### src/uart_baud_regs.vh
/*
  Register offsets, field positions, reset values and divider counts
  for the serial port rate and mode control block.
  Assumes inclusion by bare name from the design files.
*/
`ifndef UART_BAUD_REGS_VH
`define UART_BAUD_REGS_VH

// Register offsets on the plain register port
`define SMC_ADDR 8'h00
`define RLD_LO_ADDR 8'h01
`define RLD_HI_ADDR 8'h02
`define PWR_ADDR 8'h03
`define CNT_LO_ADDR 8'h04
`define CNT_HI_ADDR 8'h05
`define STAT_ADDR 8'h06

// Field positions in serial_mode_control
`define SMC_MODE_HI 7
`define SMC_MODE_LO 6
`define SMC_MPF 5
`define SMC_REN 4
`define SMC_TB8 3
`define SMC_RB8 2
`define SMC_TI 1
`define SMC_RI 0

// Field positions in the high reload and power registers
`define RLD_HI_SRC 7
`define PWR_DBL 7

// Reset values
`define SMC_RST 8'h00
`define RLD_LO_RST 8'h00
`define RLD_HI_RST 8'h00
`define PWR_RST 8'h00

// Mode encodings
`define MODE_SHIFT 2'b00
`define MODE_UART8 2'b01
`define MODE_UART9F 2'b10
`define MODE_UART9V 2'b11

// Divider counts
`define SHIFT_DIV 3'h6
`define OVS_LAST 4'hf

`endif

### src/uart_baud_rate_control.v
/*
  Serial port mode control, flag handling and bit rate generation.
  Assumes a frame engine on the same clock that reports frame events
  as one-cycle pulses, a Timer 1 overflow pulse on the same clock,
  and a register master that never issues read and write together.
*/
`timescale 1ns/1ps
`default_nettype none
`include "uart_baud_regs.vh"

// Function
// - Shift mode bit rate is clock/6
// - Mode 2 rate clock/32, or /16 doubled
// - Source select picks generator or Timer 1
// - Doubler bypasses divide-by-2 on mode 2, Timer 1 and generator clocking
// - 12-bit up counter reloads after FFF
// - Reload low byte and high nibble
// - Writing high reload forces counter reload
// - Generator rate formula with 4096 minus reload
// - Timer 1 rate is overflow rate scaled
// - Two mode bits decode four modes
// - Nine-bit filter drops ninth bit zero
// - Eight-bit filter needs valid stop bit
// - Reception only while receive enable set
// - Transmit ninth bit from software field
// - Receive ninth field holds ninth/stop bit
// - Transmit flag set by hardware, software clears
// - Receive flag set by hardware, software clears
// - Source select clear after reset
// - Sample clock is sixteen times bit rate outside shift mode, equal to it in shift mode
module uart_baud_rate_control #(
  parameter RW = 12
) (
  // Clock, reset, enable
  input wire clk_i,
  input wire sys_rst_i,
  input wire ce_i,
  // Register port
  input wire [7:0] addr_i,
  input wire [7:0] wr_data_i,
  input wire wr_i,
  input wire rd_i,
  output reg [7:0] rd_data_o,
  // Timer 1 overflow pulse
  input wire timer1_ovf_i,
  // Frame engine events
  input wire tx_stop_start_i,
  input wire rx_frame_done_i,
  input wire rx_ninth_i,
  input wire rx_stop_i,
  input wire bit_sync_i,
  // Control toward the frame engine
  output reg [1:0] mode_o,
  output reg rx_enable_o,
  output reg tx_ninth_bit_o,
  output reg tx_done_flag_o,
  output reg rx_done_flag_o,
  output reg rx_load_o,
  // Rate ticks
  output reg sample_tick_o,
  output reg bit_tick_o
);

  // Serial mode control fields
  reg [1:0] mode_reg;
  reg multiproc_filter_reg;
  reg rx_en_reg;
  reg tx_ninth_bit_reg;
  reg rx_ninth_bit_reg;
  reg tx_done_flag_reg;
  reg rx_done_flag_reg;

  // Rate control fields
  reg [7:0] reload_lo_reg;
  reg [3:0] reload_hi_reg;
  reg rate_source_select_reg;
  reg rate_doubler_reg;

  // Rate path state
  reg half_reg;
  reg [2:0] shift_div_reg;
  reg [3:0] ovs_cnt_reg;
  reg force_reload_reg;

  // Next values
  reg tx_done_flag_next;
  reg rx_done_flag_next;
  reg rx_ninth_bit_next;
  reg [7:0] rd_data_next;

  // Decoded writes
  wire wr_smc = wr_i && (addr_i == `SMC_ADDR);
  wire wr_rlo = wr_i && (addr_i == `RLD_LO_ADDR);
  wire wr_rhi = wr_i && (addr_i == `RLD_HI_ADDR);
  wire wr_pwr = wr_i && (addr_i == `PWR_ADDR);

  // Mode decode
  wire is_shift = (mode_reg == `MODE_SHIFT);
  wire is_uart8 = (mode_reg == `MODE_UART8);
  wire is_fixed9 = (mode_reg == `MODE_UART9F);
  wire is_var = mode_reg[0];
  wire is_nine = mode_reg[1];

  // Generator instance
  wire gen_ovf;
  wire [RW-1:0] gen_count;
  wire [RW-1:0] gen_reload = {reload_hi_reg, reload_lo_reg};

  rate_gen12 #(
    .W(RW)
  ) u_gen (
    .clk_i(clk_i),
    .sys_rst_i(sys_rst_i),
    .ce_i(ce_i),
    .reload_i(gen_reload),
    .force_i(force_reload_reg),
    .ovf_o(gen_ovf),
    .count_o(gen_count)
  );

  // Source of the pre-divider tick per mode
  wire var_src = rate_source_select_reg ? gen_ovf : timer1_ovf_i;
  wire src_tick = is_fixed9 ? 1'b1 : (is_var & var_src);

  // Divide-by-2 stage, bypassed when doubled
  wire pass_tick = rate_doubler_reg ? src_tick : (src_tick && half_reg);

  // Shift mode divider
  wire shift_tick = (shift_div_reg == (`SHIFT_DIV - 3'h1));

  // Receive filter: nine-bit needs ninth set, eight-bit a stop bit
  reg filter_ok;
  always @* begin
    filter_ok = 1'b1;
    if (multiproc_filter_reg) begin
      if (is_nine) begin
        filter_ok = rx_ninth_i;
      end else if (is_uart8) begin
        filter_ok = rx_stop_i;
      end
    end
  end

  // Frame is kept only if enabled, flag free and filter passes
  wire rx_accept = rx_frame_done_i && rx_en_reg && !rx_done_flag_reg
    && filter_ok;

  // Flag and ninth bit next values; hardware set beats software clear
  always @* begin
    tx_done_flag_next = tx_done_flag_reg;
    rx_done_flag_next = rx_done_flag_reg;
    rx_ninth_bit_next = rx_ninth_bit_reg;
    if (wr_smc) begin
      tx_done_flag_next = wr_data_i[`SMC_TI];
      rx_done_flag_next = wr_data_i[`SMC_RI];
      rx_ninth_bit_next = wr_data_i[`SMC_RB8];
    end
    if (tx_stop_start_i) begin
      tx_done_flag_next = 1'b1;
    end
    if (rx_accept) begin
      rx_done_flag_next = 1'b1;
      if (is_nine) begin
        rx_ninth_bit_next = rx_ninth_i;
      end else if (is_uart8) begin
        rx_ninth_bit_next = rx_stop_i;
      end
    end
  end

  // Read multiplexer; unmapped and reserved bits read zero
  always @* begin
    rd_data_next = 8'h00;
    case (addr_i)
      `SMC_ADDR: begin
        rd_data_next = {mode_reg, multiproc_filter_reg, rx_en_reg,
          tx_ninth_bit_reg, rx_ninth_bit_reg, tx_done_flag_reg,
          rx_done_flag_reg};
      end
      `RLD_LO_ADDR: begin
        rd_data_next = reload_lo_reg;
      end
      `RLD_HI_ADDR: begin
        rd_data_next = {rate_source_select_reg, 3'h0, reload_hi_reg};
      end
      `PWR_ADDR: begin
        rd_data_next = {rate_doubler_reg, 7'h00};
      end
      `CNT_LO_ADDR: begin
        rd_data_next = gen_count[7:0];
      end
      `CNT_HI_ADDR: begin
        rd_data_next = {4'h0, gen_count[RW-1:8]};
      end
      `STAT_ADDR: begin
        rd_data_next = {ovs_cnt_reg, 2'h0, half_reg, var_src};
      end
      default: begin
        rd_data_next = 8'h00;
      end
    endcase
  end

  // Software writable fields
  always @(posedge clk_i) begin
    if (sys_rst_i) begin
      mode_reg <= 2'h0;
      multiproc_filter_reg <= 1'b0;
      rx_en_reg <= 1'b0;
      tx_ninth_bit_reg <= 1'b0;
      reload_lo_reg <= `RLD_LO_RST;
      reload_hi_reg <= 4'h0;
      rate_source_select_reg <= 1'b0;
      rate_doubler_reg <= 1'b0;
      force_reload_reg <= 1'b0;
    end else if (ce_i) begin
      // Reload fires the cycle after the write so the new nibble is used
      force_reload_reg <= wr_rhi;
      if (wr_smc) begin
        mode_reg <= {wr_data_i[`SMC_MODE_HI], wr_data_i[`SMC_MODE_LO]};
        multiproc_filter_reg <= wr_data_i[`SMC_MPF];
        rx_en_reg <= wr_data_i[`SMC_REN];
        tx_ninth_bit_reg <= wr_data_i[`SMC_TB8];
      end
      if (wr_rlo) begin
        reload_lo_reg <= wr_data_i;
      end
      if (wr_rhi) begin
        reload_hi_reg <= wr_data_i[3:0];
        rate_source_select_reg <= wr_data_i[`RLD_HI_SRC];
      end
      if (wr_pwr) begin
        rate_doubler_reg <= wr_data_i[`PWR_DBL];
      end
    end
  end

  // Hardware-set flags and captured ninth bit
  always @(posedge clk_i) begin
    if (sys_rst_i) begin
      tx_done_flag_reg <= 1'b0;
      rx_done_flag_reg <= 1'b0;
      rx_ninth_bit_reg <= 1'b0;
    end else if (ce_i) begin
      tx_done_flag_reg <= tx_done_flag_next;
      rx_done_flag_reg <= rx_done_flag_next;
      rx_ninth_bit_reg <= rx_ninth_bit_next;
    end
  end

  // Rate dividers: halver, shift mode by six, sixteen-fold sampler
  always @(posedge clk_i) begin
    if (sys_rst_i) begin
      half_reg <= 1'b0;
      shift_div_reg <= 3'h0;
      ovs_cnt_reg <= 4'h0;
    end else if (ce_i) begin
      if (src_tick && !rate_doubler_reg) begin
        half_reg <= !half_reg;
      end
      // Shift mode ignores the doubler and both sources
      if (!is_shift || shift_tick) begin
        shift_div_reg <= 3'h0;
      end else begin
        shift_div_reg <= shift_div_reg + 3'h1;
      end
      // Start edge realigns bit boundaries to the incoming frame
      if (bit_sync_i) begin
        ovs_cnt_reg <= 4'h0;
      end else if (!is_shift && pass_tick) begin
        ovs_cnt_reg <= ovs_cnt_reg + 4'h1;
      end
    end
  end

  // Registered outputs
  always @(posedge clk_i) begin
    if (sys_rst_i) begin
      mode_o <= 2'b00;
      rx_enable_o <= 1'b0;
      tx_ninth_bit_o <= 1'b0;
      tx_done_flag_o <= 1'b0;
      rx_done_flag_o <= 1'b0;
      rx_load_o <= 1'b0;
      sample_tick_o <= 1'b0;
      bit_tick_o <= 1'b0;
      rd_data_o <= 8'h00;
    end else if (ce_i) begin
      mode_o <= mode_reg;
      rx_enable_o <= rx_en_reg;
      tx_ninth_bit_o <= tx_ninth_bit_reg && is_nine;
      tx_done_flag_o <= tx_done_flag_next;
      rx_done_flag_o <= rx_done_flag_next;
      // Lost frames give no load pulse at all
      rx_load_o <= rx_accept;
      if (is_shift) begin
        sample_tick_o <= shift_tick;
        bit_tick_o <= shift_tick;
      end else begin
        sample_tick_o <= pass_tick && !bit_sync_i;
        bit_tick_o <= pass_tick && !bit_sync_i
          && (ovs_cnt_reg == `OVS_LAST);
      end
      rd_data_o <= rd_i ? rd_data_next : 8'h00;
    end
  end

endmodule

`default_nettype wire

### src/rate_gen12.v
/*
  Free running auto-reload rate counter with overflow pulse.
  Assumes one clock, synchronous active high reset, and a clock
  enable that freezes the count.
*/
`timescale 1ns/1ps
`default_nettype none

module rate_gen12 #(
  parameter W = 12
) (
  // Clock and control
  input wire clk_i,
  input wire sys_rst_i,
  input wire ce_i,
  // Reload interface
  input wire [W-1:0] reload_i,
  input wire force_i,
  // Outputs
  output reg ovf_o,
  output reg [W-1:0] count_o
);

  // Count up, reload on the step after all ones
  always @(posedge clk_i) begin
    if (sys_rst_i) begin
      count_o <= {W{1'b0}};
      ovf_o <= 1'b0;
    end else if (ce_i) begin
      ovf_o <= 1'b0;
      if (force_i) begin
        count_o <= reload_i;
      end else if (&count_o) begin
        count_o <= reload_i;
        ovf_o <= 1'b1;
      end else begin
        count_o <= count_o + {{(W-1){1'b0}}, 1'b1};
      end
    end
  end

endmodule

`default_nettype wire

### config.mk
export PLATFORM = sky130hd
export DESIGN_NAME = uart_baud_rate_control
export DESIGN_NICKNAME = d
export VERILOG_FILES = /design/src/uart_baud_rate_control.v /design/src/rate_gen12.v
export VERILOG_INCLUDE_DIRS = /design/src
export SDC_FILE = /design/constraint.sdc
export NUM_CORES = 1
export LEC_CHECK = 0
export ABC_AREA = 1
export BUFFER_PORTS_ARGS = -buffer_cell sky130_fd_sc_hd__buf_2
export CORE_MARGIN = 3
export CORE_UTILIZATION = 52
export DETAILED_ROUTE_END_ITERATION = 6
export GPL_ROUTABILITY_DRIVEN = 0
export PLACE_DENSITY = 0.73
export SLEW_MARGIN = 0
export SYNTH_ARGS = -nofsm -noshare
export SYNTH_HDL_FRONTEND = slang
export SYNTH_SLANG_ARGS = --single-unit
### constraint.sdc
create_clock -name clk_i -period 1.31 [get_ports clk_i]
set_input_delay 0.131 -clock clk_i [delete_from_list [all_inputs] [get_ports clk_i]]
set_output_delay 0.131 -clock clk_i [all_outputs]
set_load 0.05 [all_outputs]
==> impl_metrics.toml, run 1 <==
[run_status]
status = "complete, but fails checks"
failed_checks = "negative setup slack"

[detailed_routing]
wire_per_inst_um = 14.4
drt-initial-drc-count = 328
ant_nets = 0
drt_pass1_iterations = 6
wl_mm = 8.93
drc_errors = 0
dr_total_vias = 3393
post_drt_via_cell_ratio = 5.46

[timing]
hold_viol = 0
hold_ws_ps = 39.8
setup_ws_ps = -57.9
period_share_pct = 104
max_clock_freq_mhz = 731
slew_headroom_pct = 76.4
finalSetupViolCount = 9
worstMarginPinSlew_ps = 350
slew_viol_final = 0
period_minus_slack_ps = 1370
fin_skew_ps = 11.6
grt_setup_unrepaired = "yes"

[cells_and_area]
nFillCells = 503
drive_gt1_share_pct = 26.4
postLayoutCellArea_um2 = 4000
final_nets = 577
final_util_pct = 70.5
multi_input_area_um2 = 1810
num_antenna_cells = 0
areaGrowthSynthToFinish_pct = 26.9
largest_reg_flops = 12
final-seq-area_um2 = 1190

[global_routing]
grt_pass1_vias = 3248
grt_pass1_wl_mm = 15.2
grt_max_degree = 31
grt_overflow = 0
antenna_found_initial = 0
track_usage_pct = 27.0

[clock_network]
cts_root_buffer = "clkbuf_8"
htree_levels = 3
cts_buffers = 9
path_clk_slew_ps = 70
cts_tree = "done"
clock_sinks = 59
clk_latency_ps = 340
clk_path_buf_depth = 2

[floorplanning]
fp.coreArea_um2 = 5680
initial_core_util_pct = 55.5
row_count = 27
die_w_um = 83.8
die_area_um2 = 7030
ioPinCount = 44
die_y_um = 83.8

[critical_path]
rrSetupSlack_ps = -60
cp_max_fo = 6
crit_path_cell_trace = "ha_4, nand2_4, nor2_4, nand3_4, nand2_4, inv_4, nand2_1, nand2_1, a21oi_1, nor2_1"
critPathSlowestCell = "dfxtp_2"
cp-start-kind = "flip-flop"
cp-end-kind = "flip-flop"
max_stage_delay_ps = 360
crit_required_ps = 1550
crit_arrival_ps = 1610
crit_type = "reg -> reg"

[logic_synthesis]
synth.most_common_cell = "nand2_1"
synth-seq-area-share_pct = 37.5
yosysWarningCount = 0
yosysTopAreaCell = "dfxtp_1"
syn_avg_cell_area_um2 = 6.75
ys_ff_latch = 59
synth_cell_types = 35
synthTopCellsByArea = "dfxtp_1 37%, nand2_1 12%, a21oi_1 8.6%"
synth_commonest_cells = "98 x nand2_1, 59 x dfxtp_1, 54 x a21oi_1"
ys_async_sr_fraction_pct = 0
synth_edf_count = 0
syn_inst = 467
synth_nets = 498
synth_flop_cell = "dfxtp_1"
synth_area_um2 = 3150
netlist.area_leader.share_pct = 37.5

[placement]
hpwl_mm = 6.49
dpl-instance-area_um2 = 3710
io_buffers = 43

[hold_path]
hold_path.class = "in -> reg"

[power]
p_per_area_nw_per_um2 = 944
vdd_ir_drop_max_mv = 0.912
total_power_uw = 3780
p_leak_uw = 0.00178

[job]
cap_viol_max_count = 0
-- layer usage --
layer	wire, um	track usage [%]	up-vias
li1	-	-	1684
met4	296	11.1	0
met3	666	6.61	27
met1	4040	35.7	1527
met2	3930	42.2	155
met5	0	0	-
-- report_power, final --
part | leakage (uW) | switching [uW] | total (uW) | internal (uW)
Clock | 0.0000950 | 685 | 1590 | 903
Sequential | 0.000479 | 19.3 | 1840 | 1820
Combinational | 0.00121 | 223 | 348 | 125
-- layout make-up --
| cell class | instances | share of cell area (%) |
|---|---|---|
| Multi-Input combinational cell | 340 | 45.2 |
| Sequential cell | 59 | 29.7 |
| Timing Repair Buffer | 84 | 13.4 |
| Inverter | 52 | 4.94 |
| Clock buffer | 11 | 3.54 |
| Tap cell | 72 | 2.25 |
| Clock inverter | 3 | 1.00 |
-- path summary, 6_finish.rpt --
kind                                        from                    to  depth (start not counted)
worst max-delay path            u_gen.count_o[1]      u_gen.count_o[2]                         10
worst max register to register  u_gen.count_o[1]      u_gen.count_o[2]                         10
worst min register to register      rd_data_o[5]          rd_data_o[5]                          2
worst min-delay path                wr_data_i[5]  multiproc_filter_reg                          3
-- worst max-delay path: cells and delay by family, from the launching register on --
kind                     cells  cell delay [ps]
buffers and inverters        1               60
flip-flops                   1              360
AND/OR/NAND/NOR              7              580
adder cells (fa/ha/maj)      1              150
AO/OA/AOI/OAI                1              110
-- stage by stage --
| stage | cells | TNS, ps | worst slack (ps) |
|---|---|---|---|
| final | 621 | -316 | -57.9 |
| after global routing | 621 | -1050 | -118 |
| after CTS | 621 | -10.8 | -10.2 |
| after detailed placement | 605 | -707 | -94.1 |
| after global placement | 605 | -113 | -31.9 |
| after floorplan | 467 | -11.3 | -11.3 |
-- cell families (layout without fill, tap and decap cells) --
kind of cell    count (synthesis)  count (layout)  synth area share [%]
compound gates                113             113                  18.5
xor+xnor                        9               9                  2.50
fa+ha+maj                       4               4                  1.59
buf+inv                        70             150                  8.94
flops                          59              59                  37.5
simple gates                  212             214                  31.0
-- what timing repair did --
| item | in CTS | in global routing |
|---|---|---|
| setup endpoints to repair | 15 | 23 |
| gates resized for setup | 12 | 17 |
| buffers inserted | 0 | 0 |
| hold buffers | 0 | 0 |
| pin swaps | 2 | 2 |
| gates cloned | 2 | 0 |
-- placed cells by master, fill, tap and decap left out, types with 2 or more instances in the layout --
cell	instances
clkbuf_8	10
buf_2	43
ha_1	3
nand3_2	3
o21ai_2	2
o21ai_1	17
nor2_1	44
clkinv_2	2
a21oi_1	50
xnor2_1	3
nand2_2	6
inv_2	6
nand3_1	44
inv_1	44
o21ai_0	33
buf_4	40
a21oi_2	4
nor2_2	4
dfxtp_2	4
nand3_4	3
nand2_1	93
a31oi_1	2
nor2_4	7
dfxtp_1	55
xor2_1	6
nand2_4	4
Note: power is estimated with default switching activity, not from simulation.
==> inputs of run 2 (changes only) <==
SETUP_SLACK_MARGIN = 0.2   (was not set)
==> run 2 against run 1 <==
Effect of this change:
- the flow still finishes with violations (negative setup slack)
- register-to-register slack lost 40 ps
- wire length is 11% higher
- non-clock buffer count rose by 9
- worst hold slack worse by 3.9 ps
- via count rose by 1.8%
- first-iteration DRC count fell by 7.6%
- flip-flop and latch count is the same
- count of clock-buffer cells in the layout unchanged
- clock skew shrank 0.64 ps
- power is 10% higher
- global-route usage increased by 0.51 points
- sequential share of layout area is 2.3 points lower
- critical path type unchanged
- critical endpoint unchanged
==> impl_metrics.toml, run 2 (synthesized netlist as in run 1, its figures left out) <==
[floorplanning]
ioPinCount = 44
die_y_um = 83.8
initial_core_util_pct = 55.5
die_area_um2 = 7030
fp.coreArea_um2 = 5680
row_count = 27
die_w_um = 83.8

[hold_path]
hold_path.class = "in -> reg"

[clock_network]
clk_latency_ps = 350
cts_buffers = 9
clock_sinks = 59
clk_path_buf_depth = 2
cts_root_buffer = "clkbuf_8"
cts_tree = "done"
htree_levels = 3
path_clk_slew_ps = 70

[timing]
setup_tns_ps = -880
finalSetupViolCount = 13
period_share_pct = 107
slew_headroom_pct = 74.2
hold_viol = 0
fin_skew_ps = 11.0
worstMarginPinSlew_ps = 386
setup_ws_ps = -97.0
slew_viol_final = 0
period_minus_slack_ps = 1410
grt_setup_unrepaired = "yes"
max_clock_freq_mhz = 711

[global_routing]
antenna_found_initial = 0
grt_overflow = 0
track_usage_pct = 27.5
grt_max_degree = 31
grt_pass1_vias = 3174
grt_pass1_wl_mm = 15.4

[power]
seqPwrFrac_pct = 44.1
p_per_area_nw_per_um2 = 950
p_int_uw = 3130
switching_share_pct = 24.8
clkPwrFrac_pct = 46.2
power_switching_uw = 1030
total_power_uw = 4160
p_leak_uw = 0.00193
pwr-share-comb_pct = 9.6
vdd_ir_drop_max_mv = 0.698

[cells_and_area]
drive_gt1_share_pct = 35.7
layout_commonest_cell = "nand2_1"
final_util_pct = 77.2
layout_common_cells = "87 x nand2_1, 48 x dfxtp_1, 45 x a21oi_1"
largest_reg_flops = 12
final_nets = 586
num_antenna_cells = 0
areaGrowthSynthToFinish_pct = 39.1

[critical_path]
cp-start-kind = "flip-flop"
crit_type = "reg -> reg"
max_stage_delay_ps = 360
crit_required_ps = 1560
crit_top_cell = "nand2_1"
cp_max_fo = 6
cp-end-kind = "flip-flop"
critPathSlowestCell = "dfxtp_2"
crit_arrival_ps = 1660
crit_path_cell_trace = "ha_4, nand2_4, nor2_4, nand3_4, nand2_8, inv_6, nand2_1, nand2_1, a21oi_1, nor2_1"

[detailed_routing]
drt_pass1_iterations = 5
drc_errors = 0
wire_per_inst_um = 15.7
dr_total_vias = 3454
wl_mm = 9.90
post_drt_via_cell_ratio = 5.47
ant_nets = 0
drt-initial-drc-count = 303

[run_status]
failed_checks = "negative setup slack"
status = "complete, but fails checks"

[placement]
hpwl_mm = 6.65
io_buffers = 43

[job]
cap_viol_max_count = 0
run 2: cell types whose count changed in the layout (fill, tap and decap cells not counted), moves of 6 or more:
cell     delta
nand2_1     -6
o21ai_0    -10
nand3_2    +10
buf_6      +10
dfxtp_1     -7
o21ai_2     +9
nand3_1    -11
run 2: cell type report:
class / instances / area [um^2]
Multi-Input combinational cell: 340 / 1990
Sequential cell: 59 / 1200
Timing Repair Buffer: 93 / 673
Tap cell: 72 / 90.1
Fill cell: 422 / 1290
Clock buffer: 11 / 151
Clock inverter: 5 / 75.1
Inverter: 52 / 203
run 2: routing by layer:
| metal | GRT usage (%) | routed length [um] |
|---|---|---|
| met1 | 36.0 | 4340 |
| met2 | 44.5 | 4640 |
| met3 | 5.03 | 609 |
| met4 | 11.7 | 318 |
| met5 | 0 | 0 |
run 2: worst paths after layout:
kind | cells after the start | from | endpoint | slack, ps
worst max-delay path | 10 | u_gen.count_o[1] | u_gen.count_o[2] | -100
worst min register to register | 2 | rx_load_o | rx_load_o | 470
worst min-delay path | 3 | wr_data_i[4] | rx_en_reg | 40
worst max register to register | 10 | u_gen.count_o[1] | u_gen.count_o[2] | -100
run 2: metrics by stage:
stage,hold slack (ps),setup WS [ps],std cells,area (um^2)
final,35.9,-97.0,632,4380
after global routing,50.3,-178,632,4380
after CTS,34.8,-19.7,627,4110
after detailed placement,392,-82.9,605,3740
after global placement,376,-34.7,605,3740
after floorplan,266,-11.3,467,3220
run 2: critical path: cells and delay by family, from the launching register on:
| kind | cells | cell delay, ps |
|---|---|---|
| adders and majority gates | 1 | 150 |
| and+or+nand+nor | 7 | 610 |
| DFF | 1 | 360 |
| buffers and inverters | 1 | 50 |
| AOI/OAI and AO/OA | 1 | 120 |
run 2: power by group through the flow:
stage	sequential (uW)	combinational (uW)	clock, uW
6_report	1840	401	1930
5_1_grt	1840	434	2000
4_1_cts	1840	367	1920
3_5_place_dp	1880	349	0
3_3_place_gp	1880	344	0
2_1_floorplan	1910	170	0
run 2: what timing repair did:
item,CTS,global route
pin swaps,10,29
hold buffers,0,0
gates cloned,2,0
resized for setup,35,64
buffers inserted,4,5
endpoints found under the setup margin,26,37
